$ cat config.mk
export PLATFORM = sky130hd
export DESIGN_NAME = mic_interrupt_control
export DESIGN_NICKNAME = d
export VERILOG_FILES = /design/src/logic/mic_pkg.sv /design/src/logic/mic_interrupt_control.sv /design/src/logic/mic_shadow_bank.sv
export SDC_FILE = /design/constraint.sdc
export NUM_CORES = 1
export LEC_CHECK = 0
export BUFFER_PORTS_ARGS = -buffer_cell sky130_fd_sc_hd__buf_2
export CORE_MARGIN = 8
export CORE_UTILIZATION = 23
export DETAILED_ROUTE_END_ITERATION = 16
export PLACE_DENSITY = 0.39
export SYNTH_ARGS = -nofsm -noshare
export SYNTH_HDL_FRONTEND = slang
export SYNTH_SLANG_ARGS = --single-unit
$ cat constraint.sdc
create_clock -name core_clk -period 7.3 [get_ports core_clk]
set_clock_uncertainty 0.1 [all_clocks]
set_input_delay 0.73 -clock core_clk [delete_from_list [all_inputs] [get_ports core_clk]]
set_output_delay 0.73 -clock core_clk [all_outputs]
set_load 0.01 [all_outputs]
$ cat src/logic/mic_pkg.sv
/*
  Shared constants and types for the microcontroller interrupt controller.
  Assumes a single 200 MHz core clock; one instruction cycle is four quarter ticks.
*/
package mic_pkg;

  // register byte addresses on the APB slave
  localparam logic [7:0] ADDR_INT_CTRL = 8'h00;
  localparam logic [7:0] ADDR_PERIPH_EN1 = 8'h04;
  localparam logic [7:0] ADDR_PIR1 = 8'h08;
  localparam logic [7:0] ADDR_PORTB_CHG = 8'h0C;
  localparam logic [7:0] ADDR_EDGE_SEL = 8'h10;
  localparam logic [7:0] ADDR_SHADOW_W = 8'h14;
  localparam logic [7:0] ADDR_SHADOW_STATUS = 8'h18;
  localparam logic [7:0] ADDR_SHADOW_BANK = 8'h1C;
  localparam logic [7:0] ADDR_SHADOW_PTR0L = 8'h20;
  localparam logic [7:0] ADDR_SHADOW_PTR0H = 8'h24;
  localparam logic [7:0] ADDR_SHADOW_PTR1L = 8'h28;
  localparam logic [7:0] ADDR_SHADOW_PTR1H = 8'h2C;
  localparam logic [7:0] ADDR_SHADOW_PCHI = 8'h30;
  localparam logic [7:0] ADDR_STATE = 8'h34;

  // interrupt_control bit positions
  localparam int BIT_GLOBAL_EN = 7;
  localparam int BIT_GROUP_EN = 6;
  localparam int BIT_T0IE = 5;
  localparam int BIT_EXTIE = 4;
  localparam int BIT_CHG_EN = 3;
  localparam int BIT_T0IF = 2;
  localparam int BIT_EXTIF = 1;
  localparam int BIT_CHG_FLAG = 0;

  // peripheral enable / flag bit positions
  localparam int BIT_T1G = 7;
  localparam int BIT_ADC = 6;

  // shadow slot indices and count
  localparam int SHADOW_COUNT = 8;
  localparam logic [2:0] SH_W = 3'h0;
  localparam logic [2:0] SH_STATUS = 3'h1;
  localparam logic [2:0] SH_BANK = 3'h2;
  localparam logic [2:0] SH_PCHI = 3'h7;
  localparam logic [7:0] STATUS_KEEP_MASK = 8'hE7; // timeout and powerdown bits excluded

  // reset values
  localparam logic [7:0] RST_INT_CTRL = 8'h00;
  localparam logic [7:0] RST_PERIPH_EN1 = 8'h00;
  localparam logic [7:0] RST_ZERO = 8'h00;

  // timing
  localparam int QUARTERS_PER_CYCLE = 4;
  localparam int CLK_MHZ = 200;
  localparam int QUARTER_NS = 5;
  localparam int QUARTER_CYCLES = (QUARTER_NS * CLK_MHZ + 999) / 1000;
  localparam logic [1:0] Q1 = 2'h0;
  localparam logic [1:0] Q4 = 2'h3;
  localparam logic [13:0] VECTOR_ADDR = 14'h0004;
  localparam logic [2:0] FLUSH_NOPS = 3'h2;

  typedef enum logic [2:0] {
    MIC_RUN = 3'b000,
    MIC_FLUSH = 3'b001,
    MIC_VECTOR = 3'b010,
    MIC_ISR = 3'b011,
    MIC_SLEEP = 3'b100,
    MIC_WAKE = 3'b101
  } mic_state_t;

  // context the core hands over on entry and takes back on return
  typedef struct packed {
    logic [7:0] work;
    logic [7:0] status;
    logic [7:0] bank;
    logic [7:0] ptr0l;
    logic [7:0] ptr0h;
    logic [7:0] ptr1l;
    logic [7:0] ptr1h;
    logic [7:0] pcHigh;
  } mic_ctx_t;

  // requests from the core toward the controller
  typedef struct packed {
    logic cycleEnd;
    logic sleepInstr;
    logic retIntr;
    logic [13:0] pc;
  } mic_core_t;

endpackage

$ cat src/logic/mic_interrupt_control.sv
/*
  Interrupt controller: flags, enables, core redirection, sleep wake and
  context shadowing, with an APB register slave.
  Assumes the core reports the end of every instruction cycle, that flag
  inputs are one-cycle pulses synchronous to core_clk, and that the core
  executes NOPs while coreStall is high.
*/
// Implementation choices: the APB interface to the registers and the register addresses.
`timescale 1ns/1ps
module mic_interrupt_control (
  // clock and reset
  input wire logic core_clk,
  input wire logic reset,
  // apb slave
  input wire logic psel,
  input wire logic penable,
  input wire logic pwrite,
  input wire logic [7:0] paddr,
  input wire logic [31:0] pwdata,
  output logic [31:0] prdata,
  output logic pready,
  output logic pslverr,
  // interrupt sources
  input wire logic extPin,
  input wire logic timer0Overflow,
  input wire logic [7:0] portBChangeEvent,
  input wire logic timer1GateEvent,
  input wire logic adcEvent,
  input wire logic [1:0] clocklessSource,
  // core handshake
  input wire mic_pkg::mic_core_t core,
  input wire mic_pkg::mic_ctx_t coreCtx,
  output logic coreStall,
  output logic coreAsleep,
  output logic vectorLoad,
  output logic [13:0] vectorPc,
  output logic pushReturn,
  output logic [13:0] returnAddr,
  output logic restoreCtx,
  output mic_pkg::mic_ctx_t restoredCtx
);

  logic [7:0] intCtrl;
  logic [7:0] periphEn1;
  logic [1:0] pir1;
  logic [7:0] portBFlags;
  logic extEdgeSelect;
  logic [1:0] quarter;
  logic extPinLast;
  logic extPending;
  mic_pkg::mic_state_t state;
  mic_pkg::mic_state_t next_state;
  logic [2:0] nopCount;
  logic [1:0] wakeArm;
  logic irqRequest;
  logic wakeRequest;
  logic apbWrite;
  logic apbRead;
  logic shadowWrite;
  logic [2:0] shadowIndex;
  mic_pkg::mic_ctx_t shadowCtx;
  logic enterIsr;
  logic [3:0] slotDec;

  // address to shadow slot decode, used by read and write paths
  function automatic logic [3:0] shadow_slot(input logic [7:0] addr);
    logic [7:0] rel;
    rel = addr - mic_pkg::ADDR_SHADOW_W;
    if (addr >= mic_pkg::ADDR_SHADOW_W && addr <= mic_pkg::ADDR_SHADOW_PCHI) begin
      shadow_slot = {1'b1, rel[4:2]};
    end else begin
      shadow_slot = 4'h0;
    end
  endfunction

  assign apbWrite = psel && penable && pwrite;
  assign apbRead = psel && penable && !pwrite;
  // decode once into a net; a function result cannot be bit-selected directly
  assign slotDec = shadow_slot(paddr);
  assign shadowWrite = apbWrite && slotDec[3];
  assign shadowIndex = slotDec[2:0];
  assign enterIsr = (state == mic_pkg::MIC_VECTOR);

  // request: enabled flags, peripherals through group enable, all gated by global
  always_comb begin
    irqRequest = intCtrl[mic_pkg::BIT_GLOBAL_EN] && (
      (intCtrl[mic_pkg::BIT_T0IE] && intCtrl[mic_pkg::BIT_T0IF]) ||
      (intCtrl[mic_pkg::BIT_EXTIE] && intCtrl[mic_pkg::BIT_EXTIF]) ||
      (intCtrl[mic_pkg::BIT_CHG_EN] && intCtrl[mic_pkg::BIT_CHG_FLAG]) ||
      (intCtrl[mic_pkg::BIT_GROUP_EN] && |(periphEn1[7:6] & pir1)));
  end

  // wake needs a clockless source whose enable was set before sleep
  always_comb begin
    wakeRequest = ((intCtrl[mic_pkg::BIT_EXTIE] && intCtrl[mic_pkg::BIT_EXTIF]) ||
      (intCtrl[mic_pkg::BIT_CHG_EN] && intCtrl[mic_pkg::BIT_CHG_FLAG]) ||
      (intCtrl[mic_pkg::BIT_GROUP_EN] && |(periphEn1[7:6] & pir1 & clocklessSource)));
  end

  // quarter-cycle counter, realigned at every instruction boundary
  always_ff @(posedge core_clk or posedge reset) begin
    if (reset) begin
      quarter <= mic_pkg::Q1;
    end else if (core.cycleEnd) begin
      quarter <= mic_pkg::Q1;
    end else begin
      quarter <= quarter + 2'h1;
    end
  end

  // pin edge detect; the edge is latched and posted into the flag in Q4 or Q1
  always_ff @(posedge core_clk or posedge reset) begin
    if (reset) begin
      extPinLast <= 1'b0;
      extPending <= 1'b0;
    end else begin
      extPinLast <= extPin;
      if ((extEdgeSelect && extPin && !extPinLast) ||
          (!extEdgeSelect && !extPin && extPinLast)) begin
        extPending <= 1'b1;
      end else if (quarter == mic_pkg::Q4 || quarter == mic_pkg::Q1) begin
        extPending <= 1'b0;
      end
    end
  end

  // interrupt_control: enables by software, flags by hardware with set over clear
  always_ff @(posedge core_clk or posedge reset) begin
    if (reset) begin
      intCtrl <= mic_pkg::RST_INT_CTRL;
    end else begin
      if (apbWrite && paddr == mic_pkg::ADDR_INT_CTRL) begin
        intCtrl[7:1] <= pwdata[7:1];
      end
      if (timer0Overflow) begin
        intCtrl[mic_pkg::BIT_T0IF] <= 1'b1;
      end
      if (extPending && (quarter == mic_pkg::Q4 || quarter == mic_pkg::Q1)) begin
        intCtrl[mic_pkg::BIT_EXTIF] <= 1'b1;
      end
      intCtrl[mic_pkg::BIT_CHG_FLAG] <= |portBFlags;
      if (enterIsr) begin
        intCtrl[mic_pkg::BIT_GLOBAL_EN] <= 1'b0;
      end else if (state == mic_pkg::MIC_ISR && core.retIntr) begin
        intCtrl[mic_pkg::BIT_GLOBAL_EN] <= 1'b1;
      end
    end
  end

  // enables of the first peripheral enable register
  always_ff @(posedge core_clk or posedge reset) begin
    if (reset) begin
      periphEn1 <= mic_pkg::RST_PERIPH_EN1;
    end else if (apbWrite && paddr == mic_pkg::ADDR_PERIPH_EN1) begin
      periphEn1 <= pwdata[7:0];
    end
  end

  // peripheral flags and port change flags; an event beats a same-cycle clear
  always_ff @(posedge core_clk or posedge reset) begin
    if (reset) begin
      pir1 <= 2'h0;
      portBFlags <= mic_pkg::RST_ZERO;
      extEdgeSelect <= 1'b1;
    end else begin
      if (apbWrite && paddr == mic_pkg::ADDR_PIR1) begin
        pir1 <= {timer1GateEvent | pwdata[mic_pkg::BIT_T1G], adcEvent | pwdata[mic_pkg::BIT_ADC]};
      end else begin
        pir1 <= pir1 | {timer1GateEvent, adcEvent};
      end
      if (apbWrite && paddr == mic_pkg::ADDR_PORTB_CHG) begin
        portBFlags <= portBChangeEvent | pwdata[7:0];
      end else begin
        portBFlags <= portBFlags | portBChangeEvent;
      end
      if (apbWrite && paddr == mic_pkg::ADDR_EDGE_SEL) begin
        extEdgeSelect <= pwdata[0];
      end
    end
  end

  // sequencer next state: request sampled at the Q1 boundary of a cycle
  always_comb begin
    next_state = state;
    case (state)
      mic_pkg::MIC_RUN: begin
        if (core.cycleEnd && irqRequest) begin
          next_state = mic_pkg::MIC_FLUSH;
        end else if (core.cycleEnd && core.sleepInstr) begin
          next_state = mic_pkg::MIC_SLEEP;
        end
      end
      mic_pkg::MIC_FLUSH: begin
        if (core.cycleEnd && nopCount == mic_pkg::FLUSH_NOPS) begin
          next_state = mic_pkg::MIC_VECTOR;
        end
      end
      mic_pkg::MIC_VECTOR: next_state = mic_pkg::MIC_ISR;
      mic_pkg::MIC_ISR: begin
        if (core.retIntr) begin
          next_state = mic_pkg::MIC_RUN;
        end
      end
      mic_pkg::MIC_SLEEP: begin
        if (wakeRequest) begin
          next_state = mic_pkg::MIC_WAKE;
        end
      end
      mic_pkg::MIC_WAKE: begin
        if (core.cycleEnd) begin
          next_state = mic_pkg::MIC_RUN;
        end
      end
      default: next_state = mic_pkg::MIC_RUN;
    endcase
  end

  // sequencer state and flush counter; always two NOPs whatever the instruction length
  always_ff @(posedge core_clk or posedge reset) begin
    if (reset) begin
      state <= mic_pkg::MIC_RUN;
      nopCount <= 3'h0;
    end else begin
      state <= next_state;
      if (state != mic_pkg::MIC_FLUSH) begin
        nopCount <= 3'h1;
      end else if (core.cycleEnd) begin
        nopCount <= nopCount + 3'h1;
      end
    end
  end

  // wake holds until the next instruction retires, so it always runs first
  always_ff @(posedge core_clk or posedge reset) begin
    if (reset) begin
      wakeArm <= 2'h0;
    end else begin
      wakeArm <= {wakeArm[0], state == mic_pkg::MIC_WAKE};
    end
  end

  // core-facing outputs, all registered
  always_ff @(posedge core_clk or posedge reset) begin
    if (reset) begin
      coreStall <= 1'b0;
      coreAsleep <= 1'b0;
      vectorLoad <= 1'b0;
      vectorPc <= 14'h0000;
      pushReturn <= 1'b0;
      returnAddr <= 14'h0000;
      restoreCtx <= 1'b0;
    end else begin
      coreStall <= (next_state == mic_pkg::MIC_FLUSH);
      coreAsleep <= (next_state == mic_pkg::MIC_SLEEP);
      vectorLoad <= (next_state == mic_pkg::MIC_VECTOR);
      vectorPc <= mic_pkg::VECTOR_ADDR;
      pushReturn <= (next_state == mic_pkg::MIC_VECTOR);
      if (state == mic_pkg::MIC_RUN && next_state == mic_pkg::MIC_FLUSH) begin
        returnAddr <= core.pc;
      end
      restoreCtx <= (state == mic_pkg::MIC_ISR && core.retIntr);
    end
  end

  // shadow copies; the core loads them back on restoreCtx
  mic_shadow_bank shadows (
    .core_clk(core_clk),
    .reset(reset),
    .capture(enterIsr),
    .ctxIn(coreCtx),
    .swWrite(shadowWrite),
    .swIndex(shadowIndex),
    .swData(pwdata[7:0]),
    .ctxOut(shadowCtx)
  );

  always_ff @(posedge core_clk or posedge reset) begin
    if (reset) begin
      restoredCtx <= '0;
    end else begin
      restoredCtx <= shadowCtx;
    end
  end

  // apb: zero wait states, unmapped addresses read zero with an error
  always_ff @(posedge core_clk or posedge reset) begin
    if (reset) begin
      prdata <= 32'h00000000;
      pready <= 1'b0;
      pslverr <= 1'b0;
    end else begin
      pready <= psel && !penable;
      pslverr <= 1'b0;
      prdata <= 32'h00000000;
      if (psel && !penable) begin
        case (paddr)
          mic_pkg::ADDR_INT_CTRL: prdata[7:0] <= intCtrl;
          mic_pkg::ADDR_PERIPH_EN1: prdata[7:0] <= periphEn1;
          mic_pkg::ADDR_PIR1: prdata[7:6] <= pir1;
          mic_pkg::ADDR_PORTB_CHG: prdata[7:0] <= portBFlags;
          mic_pkg::ADDR_EDGE_SEL: prdata[0] <= extEdgeSelect;
          mic_pkg::ADDR_STATE: prdata[2:0] <= state;
          default: begin
            if (slotDec[3]) begin
              prdata[7:0] <= shadowCtx[63 - 8 * slotDec[2:0] -: 8];
            end else begin
              pslverr <= 1'b1;
            end
          end
        endcase
      end
    end
  end

endmodule

$ cat src/logic/mic_shadow_bank.sv
/*
  Shadow context storage for interrupt entry and return.
  Assumes capture and software write are never asked in the same cycle;
  capture has priority if they are.
*/
`timescale 1ns/1ps
module mic_shadow_bank (
  // clock and reset
  input wire logic core_clk,
  input wire logic reset,
  // hardware save
  input wire logic capture,
  input wire mic_pkg::mic_ctx_t ctxIn,
  // software access
  input wire logic swWrite,
  input wire logic [2:0] swIndex,
  input wire logic [7:0] swData,
  // stored context
  output mic_pkg::mic_ctx_t ctxOut
);

  logic [7:0] slot [mic_pkg::SHADOW_COUNT];
  logic [63:0] flatIn;

  assign flatIn = ctxIn;

  // save all slots on entry, clear status bits that must not travel
  always_ff @(posedge core_clk or posedge reset) begin
    if (reset) begin
      for (int i = 0; i < mic_pkg::SHADOW_COUNT; i++) begin
        slot[i] <= mic_pkg::RST_ZERO;
      end
    end else if (capture) begin
      for (int i = 0; i < mic_pkg::SHADOW_COUNT; i++) begin
        slot[i] <= flatIn[63 - 8 * i -: 8];
      end
      slot[mic_pkg::SH_STATUS] <= ctxIn.status & mic_pkg::STATUS_KEEP_MASK;
    end else if (swWrite) begin
      slot[swIndex] <= swData;
    end
  end

  assign ctxOut = {slot[0], slot[1], slot[2], slot[3], slot[4], slot[5], slot[6], slot[7]};

endmodule

==> metrics.csv, run 1 <==
stage,metric,value,unit
die,die_x,210.0,um
setup_path,crit-reg2reg-capture,shadows.ctxOut[7],
layout,design.final.nets,1090,
setup_path,worstPathMaxFanout,30,
yosys,synth-xor-area-share,0.5058,%
setup_path,worstPathRequired,7.50,ns
yosys,seq_area_frac_synth,56.08,%
global_routing,largest_net_degree_at_the_start_of_global_routing,131,
yosys,number_of_enable_flip_flop_cells_after_synthesis,0,
min_path,holdPathStages,0,
timing,setup_viol,0,
clocking,cts_made_buffers,17,
clocking,tritoncts,yes,
detailed_routing,ant_nets,0,
yosys,yosys.area.top_type,dfrtp_1,
detailed_routing,drt_pre_antenna_iters,4,
timing,timing.final.ws_setup,2.806,ns
yosys,post_synth.cell_area_avg,11.38,um2
detailed_routing,dr_wl_cell,21.72,um
placed_design,dp_hpwl,23.47,mm
yosys,synth_common_cells,"dfrtp_1 (193), nand2_1 (90), mux2i_1 (72), buf_4 (41), o21ai_0 (39)",
die,core-area,37400,um2
setup_path,setup.reg_to_reg.worst_slack,4.71,ns
yosys,muxShareOfSynthArea,12.62,%
pwr,power.density,262.4,nW/um2
job,maxCapViolations,0,
yosys,portion_of_synthesized_cell_area_occupied_by_the_leading_cell_type,55.78,%
global_routing,number_of_antenna_violations_at_the_first_check_in_global_routing,9,
clocking,clk-insertion-delay-late,0.44,ns
timing,period_needed,4.494,ns
detailed_routing,drt_drc_violations_left,0,
yosys,synthesized_flop_and_latch_total,194,
yosys,synthesis.instances,761,
setup_path,critPathArrivalTime,4.70,ns
yosys,total_standard_cell_area_after_synthesis,8658,um2
die,core.rowCount,71,
die,chipHeight,210.0,um
yosys,yosys.cell_types.count,69,
layout,finalNonFillerCells,1465,
global_routing,grt-ovfl-total,0,
setup_path,timing.setup.critical_path_class,in2reg,
yosys,synthAdderAreaFrac,1.012,%
layout,syn2layout_area_growth,21.47,%
timing,transition_at_the_pin_with_the_smallest_max_transition_slack,1.095,ns
timing,rsz0062_at_grt,no,
pwr,cellLeakagePower,5.303,nW
placed_design,gp_congestion,0.8139,
min_path,hp-start,shadows.ctxOut[37],
setup_path,ff2ff_path_depth,5,
yosys,async_flop_share,100.0,%
setup_path,regToRegStartpoint,state[2],
detailed_routing,via_per_inst,4.396,
detailed_routing,vias,6440,
clocking,ctsHtreeMaxLevel,4,
placed_design,preCtsSetupSlack,2.369,ns
yosys,main_combinational_cell_family_by_area_after_synthesis,multiplexers,
clocking,clock_sink_count,194,
yosys,synth_warnings,0,
timing,maxClockFrequency,222.5,MHz
yosys,synthMostInstantiatedCell,dfrtp_1,
global_routing,grt.total_usage,14.40,%
yosys,synth.area.top_cells,"dfrtp_1 (56%), mux2i_1 (8.3%), mux2_2 (4.0%), nand2_1 (3.9%), buf_4 (3.6%)",
clocking,ctsLongestPathBuffers,2,
die,initial_core_util,23.15,%
setup_path,endpoint_kind,flop,
yosys,postSynth.topFlopCell,dfrtp_1,
clocking,clock-root-buffer,clkbuf_16,
min_path,min_to,restoredCtx[37],
placed_design,port_buffers,207,
timing,final.setup.tns,0,ns
detailed_routing,dr.first_iter.drc_count,462,
die,pin_count,271,
run_status,run_status,finished clean,
global_routing,first_global_vias,6981,
pwr,irDropWorstVdd,0.1625,mV
setup_path,worst_setup_path_start_kind,input pin,
clocking,post_cts_repair_resize_count,0,
timing,hold_violations,0,
layout,share_of_post_route_cells_with_drive_strength_above_1,30.43,%
timing,maxSlewHeadroom,27.02,%
detailed_routing,postRouteWirelength,31.82,mm
timing,post-route-period-util,61.56,%
min_path,hp-class,reg2reg,
yosys,compound_gate_portion_of_the_synthesized_area,11.82,%
clocking,post-cts-setup-buffers,0,
placed_design,place.detailed.instances,1435,
yosys,yosys.area_share.simple,11.55,%
clocking,cts.reportedPaths.clkPinSlew,0.07,ns
timing,final_max_slew_viol_count,0,
die,die-area,44110,um2
clocking,holdBufCountCts,0,
global_routing,grt_first_pass_wirelength,46.84,mm
sequential cells by signal, summed over array words and instances, names as in the netlist:
signal / flops
restoredCtx: 64
shadows.ctxOut: 64
returnAddr: 14
intCtrl: 8
periphEn1: 8
portBFlags: 8
prdata: 8
nopCount: 3
state: 3
pir1: 2
quarter: 2
coreAsleep: 1
coreStall: 1
extEdgeSelect: 1
extPending: 1
extPinLast: 1
pready: 1
pslverr: 1
pushReturn: 1
restoreCtx: 1
vectorPc: 1
metrics by stage:
stage / utilization [%] / cell area, um2 / total power, mW / hold slack [ns]
6_report: 28.12 / 10520 / 2.760 / 0.2987
5_1_grt: 28.12 / 10520 / 2.915 / 0.3118
3_5_place_dp: 26.78 / 10010 / 1.951 / 0.2829
4_1_cts: 28.12 / 10520 / 2.817 / 0.2964
3_3_place_gp: 26.78 / 10010 / 1.948 / 0.2792
2_1_floorplan: - / 8793 / 1.674 / 0.2665
layout by cell type (no fill, tap or decap), types with 5 or more instances in the layout:
cell type	netlist	routed
a21oi_1	21	21
a221oi_1	6	6
and3_1	6	6
buf_2	6	207
clkbuf_16	0	17
conb_1	2	38
dfrtp_1	193	193
ha_1	7	7
inv_1	13	12
mux2_2	31	31
mux2i_1	72	72
nand2_1	90	90
nand2b_1	5	5
nand3_1	19	19
nand3b_1	10	10
nand4_1	10	10
nor2_1	27	26
nor3_1	13	13
o211ai_1	11	11
o21ai_0	39	38
o21ai_1	9	10
o41ai_1	6	6
kinds of logic (layout without fill, tap and decap cells):
group | Yosys count | in the layout
buffers and inverters | 97 | 253
other | 2 | 39
multiplexers | 104 | 104
adder cells (fa/ha/maj) | 7 | 7
AND/OR/NAND/NOR | 207 | 207
XOR/XNOR | 5 | 5
flip-flops | 194 | 194
AO/OA/AOI/OAI | 145 | 145
final cells by class:
type                    count  area (um2)
diodes                      1       2.502
well taps                 511       639.4
flip-flops and latches    194        4856
clock inverters            10       67.56
clock buffers              19       432.9
inverters                  13       56.30
fillers                  3994       26880
multi-input cells         506        3397
repair buffers            211        1066
metal layers:
| layer | wire, um | vias up | global-route usage [%] |
|---|---|---|---|
| met5 | 106 | - | 0 |
| met2 | 14770 | 208 | 22.87 |
| met1 | 14300 | 3164 | 18.27 |
| met3 | 2007 | 44 | 4.797 |
| met4 | 638 | 16 | 4.763 |
| li1 | - | 3008 | - |
where the power goes:
group,switching [mW],internal (mW),total (mW)
combinational,0.283,0.202,0.486
clock,0.419,0.428,0.847
sequential,0.149,1.28,1.43
total,0.851,1.91,2.76
worst max path at each step:
| stage | from | end | slack (ns) | depth (start not counted) |
|---|---|---|---|---|
| floorplan | reset | coreAsleep | 1.19 | 1 |
| global placement | paddr[2] | prdata[3] | 2.36 | 8 |
| detailed placement | paddr[2] | prdata[3] | 2.37 | 8 |
| CTS | paddr[2] | prdata[3] | 2.85 | 8 |
| global route | paddr[2] | prdata[3] | 2.61 | 8 |
| finish | paddr[2] | prdata[3] | 2.81 | 8 |
critical path, cell delays in order:
cell       delay, ns
buf_2           0.38
inv_1           0.59
ha_1            0.48
or3b_1          0.41
a21oi_1         0.87
o21ai_1         0.37
a2111oi_0       0.72
o41ai_1         0.13
(Power assumes the default switching activity.)
==> inputs of run 2 (changes only) <==
Clock period 7.3 ns to 4.35 ns, I/O delays scaled along.
==> run 2 against run 1 <==
- sequential power increased by 68%
- via count up 0.65%
- global-route usage grew 0.27 points
==> metrics.csv, run 2 (synthesis results as in run 1) <==
stage,metric,value,unit,change
run_status,run_status,finished clean,,
detailed_routing,vias,6482,,+0.65%
die,die-area,44110,um2,unchanged
timing,rsz0062_at_grt,no,,
timing,hold_violations,0,,unchanged
setup_path,regToRegStartpoint,pir1[0],,
detailed_routing,via_per_inst,4.392,,about the same
layout,multi_input_comb_area,3397,um2,unchanged
die,die_x,210.0,um,unchanged
pwr,sequentialPowerShare,50.1,%,-1.6 points
placed_design,dp_hpwl,23.73,mm,+1.1%
timing,transition_at_the_pin_with_the_smallest_max_transition_slack,0.9516,ns,-0.1431 ns
layout,layout.cells.most_common_list,"buf_2 (207), dfrtp_1 (193), nand2_1 (90), mux2i_1 (72), o21ai_0 (39)",,
setup_path,cp_launch_point,paddr[2],,
die,pin_count,271,,unchanged
timing,period_needed,3.180,ns,
clocking,cts.reportedPaths.clkPinSlew,0.08,ns,about the same
job,maxCapViolations,0,,unchanged
pwr,comb_power_share,17.1,%,-0.5 points
pwr,power.total,4.787,mW,+73%
global_routing,grt-ovfl-total,0,,unchanged
pwr,power.clock.fraction,32.9,%,+2.2 points
placed_design,port_buffers,207,,unchanged
clocking,clock_sink_count,194,,unchanged
detailed_routing,ant_nets,0,,unchanged
detailed_routing,drt_pre_antenna_iters,5,,+1
setup_path,worstPathMaxFanout,29,,-3.3%
pwr,p_int,3.306,mW,+73%
clocking,cts_made_buffers,17,,unchanged
layout,mostFrequentLayoutCell,buf_2,,
timing,maxClockFrequency,314.4,MHz,
global_routing,largest_net_degree_at_the_start_of_global_routing,83,,-37%
global_routing,first_global_vias,7074,,+1.3%
global_routing,number_of_antenna_violations_at_the_first_check_in_global_routing,5,,-4
layout,syn2layout_area_growth,23.16,%,
placed_design,preCtsSetupSlack,0.8129,ns,-1.556 ns
die,chipHeight,210.0,um,unchanged
pwr,power.share.switching,30.95,%,+0.12 points
layout,final.fill_count,3961,,-0.83%
clocking,post-cts-setup-buffers,0,,unchanged
pwr,power.density,448.9,nW/um2,+71%
setup_path,timing.setup.critical_path_class,in2reg,,
global_routing,grt_first_pass_wirelength,47.92,mm,+2.3%
setup_path,critPathArrivalTime,3.39,ns,-1.31 ns
placed_design,place_area,10080,um2,+0.66%
detailed_routing,postRouteWirelength,32.17,mm,+1.1%
layout,design.final.nets,1097,,+0.64%
timing,final.setup.tns,0,ns,unchanged
detailed_routing,dr.first_iter.drc_count,445,,-3.7%
global_routing,grt.total_usage,14.67,%,+0.27 points
layout,share_of_post_route_cells_with_drive_strength_above_1,31.15,%,+0.72 points
timing,final_max_slew_viol_count,0,,unchanged
detailed_routing,dr_wl_cell,21.80,um,+0.34%
die,core.rowCount,71,,unchanged
min_path,hp-class,in2async,,
setup_path,endpoint_kind,flop,,
layout,final_design_area_no_fill,10660,um2,+1.4%
layout,ff_latch_area,4856,um2,unchanged
clocking,ctsLongestPathBuffers,2,,unchanged
timing,setup_viol,0,,unchanged
pwr,irDropWorstVdd,0.2841,mV,+75%
pwr,net_switching_power,1.482,mW,+74%
clocking,clk-insertion-delay-late,0.45,ns,about the same
setup_path,worst_setup_path_start_kind,input pin,,
clocking,ctsHtreeMaxLevel,4,,unchanged
placed_design,gp_congestion,0.8145,,about the same
detailed_routing,drt_drc_violations_left,0,,unchanged
clocking,clock-root-buffer,clkbuf_16,,
timing,timing.final.ws_setup,1.170,ns,-1.637 ns
die,core-area,37400,um2,unchanged
setup_path,worstPathRequired,4.56,ns,-2.94 ns
timing,maxSlewHeadroom,36.56,%,+9.5 points
timing,post-route-period-util,73.11,%,
pwr,cellLeakagePower,5.379,nW,+1.4%
die,initial_core_util,23.15,%,unchanged
clocking,tritoncts,yes,,
==> run 2: repair_timing <==
item	in CTS	in global routing
endpoints found under the hold margin	1	0
hold buffers	1	0
resized for setup	0	0
endpoints found under the setup margin	0	0
==> run 2: metrics by stage <==
step	utilization, %	hold slack, ns	instances
2_1_floorplan	-	0.2665	797
3_3_place_gp	26.95	0.2837	1441
3_5_place_dp	26.95	0.2869	1441
4_1_cts	28.50	0.03657	1474
5_1_grt	28.51	0.05395	1475
6_report	28.51	0.05911	1476
==> run 2: layout make-up <==
cell class                 count  share of cell area (%)
clock inverter                13                   1.173
multi-input combinational    506                   31.85
tap                          511                   5.996
timing repair buffer         218                   10.75
antenna                        2                 0.04693
inverter                      13                  0.4928
sequential                   194                   45.54
clock buffer                  19                   4.153
==> run 2: routing by layer <==
layer	vias up	global-route usage [%]	wire length, um
met4	8	3.183	272
met5	-	0	50
met1	3208	19.32	14600
met2	224	23.57	15180
met3	22	4.426	2062
li1	3020	-	-
==> run 2: power groups by stage <==
stage               logic [mW]  clock network (mW)  registers (mW)
floorplan                0.395                   0            2.41
global placement         0.833                   0            2.44
detailed placement       0.839                   0            2.44
CTS                      0.842                1.63            2.41
global route             0.915                1.70            2.44
finish                   0.817                1.57            2.40
==> run 2: path summary, 6_finish.rpt <==
path	cells after the start	slack, ns	to
setup / recovery	9	1.17	prdata[3]
hold / removal	2	0.06	restoredCtx[9]
setup reg to reg	5	2.07	coreAsleep
hold reg to reg	0	0.30	restoredCtx[30]
max in group asynchronous	3	3.16	periphEn1[7]
min in group core_clk	2	0.07	pir1[0]
==> run 2: critical path, cell delays in order <==
cell       delay [ns]
buf_2            0.09
buf_4            0.43
ha_1             0.54
or3b_1           0.41
a21oi_1          0.15
buf_4            0.21
o21ai_1          0.22
a2111oi_0        0.74
o41ai_1          0.14
==> inputs of run 3 (changes only) <==
Clock period 4.35 ns to 3.15 ns, I/O delays scaled along.
==> run 3 against run 2 <==
- register-to-register slack worse by 1.2 ns
- non-clock buffer count grew 102
- setup slack worse by 0.41 ns
- largest cell class unchanged
- largest power group unchanged
- via count rose by 7.5%
- die area stayed put
- hold slack lost 0.036 ns
- sequential power up 38%
==> metrics.csv, run 3 (synthesis results as in run 1) <==
stage,metric,value,unit,change
die,initial_core_util,23.15,%,unchanged
run_status,run_status,finished clean,,
clocking,clock_sink_count,194,,unchanged
layout,share_of_post_route_cells_with_drive_strength_above_1,30.05,%,-1.1 points
detailed_routing,via_per_inst,4.412,,+0.46%
setup_path,worst_setup_path_start_kind,input pin,,
timing,period_needed,2.386,ns,
die,pin_count,271,,unchanged
pwr,p_int,4.576,mW,+38%
timing,maxSlewHeadroom,33.98,%,-2.6 points
clocking,clk-insertion-delay-late,0.45,ns,about the same
clocking,holdBufCountCts,84,,+83
clocking,post_cts_repair_resize_count,0,,unchanged
detailed_routing,ant_nets,0,,unchanged
setup_path,timing.setup.critical_path_class,in2reg,,
min_path,holdPathStages,3,,
layout,layout.cells.most_common_list,"buf_2 (207), dfrtp_1 (193), nand2_1 (90), dlygate4sd3_1 (84), mux2i_1 (72)",,
setup_path,crit-reg2reg-capture,coreAsleep,,
layout,ff_latch_area,4856,um2,unchanged
pwr,sequentialPowerShare,49.7,%,-0.4 points
timing,final_max_slew_viol_count,0,,unchanged
pwr,net_switching_power,2.083,mW,+41%
die,core-area,37400,um2,unchanged
pwr,power.total,6.659,mW,+39%
clocking,ctsLongestPathBuffers,2,,unchanged
clocking,cts_made_buffers,17,,unchanged
min_path,hp-start,coreCtx[58],,
job,maxCapViolations,0,,unchanged
die,chipHeight,210.0,um,unchanged
timing,transition_at_the_pin_with_the_smallest_max_transition_slack,0.9882,ns,+0.03661 ns
die,die_x,210.0,um,unchanged
detailed_routing,dr_wl_cell,20.93,um,-4.0%
timing,hold_violations,0,,unchanged
layout,mostFrequentLayoutCell,buf_2,,
detailed_routing,drt_drc_violations_left,0,,unchanged
timing,final.setup.tns,0,ns,unchanged
setup_path,worstPathRequired,3.37,ns,-1.19 ns
placed_design,port_buffers,207,,unchanged
global_routing,grt_first_pass_wirelength,49.25,mm,+2.8%
layout,syn2layout_area_growth,34.35,%,
timing,post-route-period-util,75.76,%,
pwr,cellLeakagePower,5.807,nW,+8.0%
min_path,min_to,shadows.ctxOut[58],,
placed_design,gp_congestion,0.8677,,+6.5%
setup_path,critPathArrivalTime,2.61,ns,-0.78 ns
global_routing,first_global_vias,7473,,+5.6%
global_routing,grt-ovfl-total,0,,unchanged
layout,design.final.nets,1199,,+9.3%
setup_path,regToRegStartpoint,intCtrl[1],,
pwr,power.share.switching,31.28,%,+0.33 points
min_path,hp-class,in2reg,,
timing,rsz0062_at_grt,no,,
die,die-area,44110,um2,unchanged
clocking,post-cts-setup-buffers,0,,unchanged
clocking,cts.reportedPaths.clkPinSlew,0.08,ns,about the same
timing,setup_viol,0,,unchanged
setup_path,setup.reg_to_reg.worst_slack,0.83,ns,-1.24 ns
clocking,ctsHtreeMaxLevel,4,,unchanged
layout,final.fill_count,3907,,-1.4%
setup_path,ff2ff_path_depth,5,,unchanged
layout,multi_input_comb_area,3397,um2,unchanged
pwr,irDropWorstVdd,0.3935,mV,+38%
clocking,clock-root-buffer,clkbuf_16,,
clocking,tritoncts,yes,,
placed_design,dp_hpwl,24.41,mm,+2.9%
detailed_routing,dr.first_iter.drc_count,393,,-12%
global_routing,grt.total_usage,14.98,%,+0.31 points
pwr,comb_power_share,18.5,%,+1.4 points
timing,maxClockFrequency,419.1,MHz,
setup_path,cpMaxStageDelayCell,a211o_1,,
setup_path,worst_path_largest_cell_delay,0.54,ns,-0.20 ns
setup_path,endpoint_kind,flop,,
detailed_routing,vias,6966,,+7.5%
pwr,power.density,572.5,nW/um2,+28%
detailed_routing,postRouteWirelength,33.05,mm,+2.7%
pwr,power.clock.fraction,31.8,%,-1.1 points
global_routing,number_of_antenna_violations_at_the_first_check_in_global_routing,9,,+4
global_routing,largest_net_degree_at_the_start_of_global_routing,54,,-35%
die,core.rowCount,71,,unchanged
setup_path,worstPathMaxFanout,12,,-59%
setup_path,worstPathCellList,"buf_2, inv_1, buf_4, ha_1, xor2_1, nand2_1, a211o_1, mux2i_1, a21oi_1",,
detailed_routing,drt_pre_antenna_iters,8,,+3
-- run 3: worst max path at each step --
stage,from,endpoint,slack [ns],depth (start not counted)
after floorplan,reset,coreAsleep,0.23,1
after global placement,paddr[2],shadows.ctxOut[57],0.37,9
after detailed placement,paddr[2],shadows.ctxOut[63],0.29,9
after CTS,intCtrl[1],coreAsleep,0.75,5
after global routing,paddr[2],shadows.ctxOut[56],0.55,9
final,paddr[2],shadows.ctxOut[56],0.76,9
-- run 3: worst max-delay path: cells and delay by family --
| family | cells | cell delay (ns) |
|---|---|---|
| xor gates and xnor gates | 1 | 0.45 |
| adders and majority gates | 1 | 0.27 |
| and+or+nand+nor | 1 | 0.24 |
| muxes | 1 | 0.23 |
| AOI/OAI and AO/OA | 2 | 0.63 |
| buffers and inverters | 3 | 0.47 |
-- run 3: per-stage QoR --
stage | worst slack, ns | hold WS [ns] | instances | area [um2] | utilization (%)
floorplan | 0.2314 | 0.2464 | 797 | 8797 | -
global placement | 0.3737 | 0.2793 | 1460 | 10220 | 27.34
detailed placement | 0.2884 | 0.2801 | 1460 | 10220 | 27.34
CTS | 0.7541 | 0.002096 | 1576 | 11620 | 31.08
global route | 0.5464 | 0.02841 | 1579 | 11630 | 31.10
finish | 0.7637 | 0.02296 | 1579 | 11630 | 31.10
-- run 3: area by class of cell --
cell class / count / area share, %
Multi-Input combinational cell: 506 / 29.20
Clock inverter: 14 / 1.043
Antenna cell: 3 / 0.06454
Clock buffer: 18 / 3.775
Timing Repair Buffer: 320 / 18.22
Sequential cell: 194 / 41.74
Inverter: 13 / 0.4518
Tap cell: 511 / 5.496
-- run 3: power by group through the flow --
stage / logic (mW) / registers (mW) / clock network, mW
finish: 1.23 / 3.31 / 2.12
global placement: 1.17 / 3.37 / 0
detailed placement: 1.18 / 3.37 / 0
global route: 1.36 / 3.37 / 2.30
CTS: 1.26 / 3.32 / 2.22
floorplan: 0.546 / 3.33 / 0
-- run 3: layer usage --
layer	GRT usage, %	vias up	share of wire, %
met5	0	-	0.21
met4	3.985	12	1.3
met3	4.500	36	5.4
met2	24.05	212	47
met1	19.45	3477	46
li1	-	3229	-
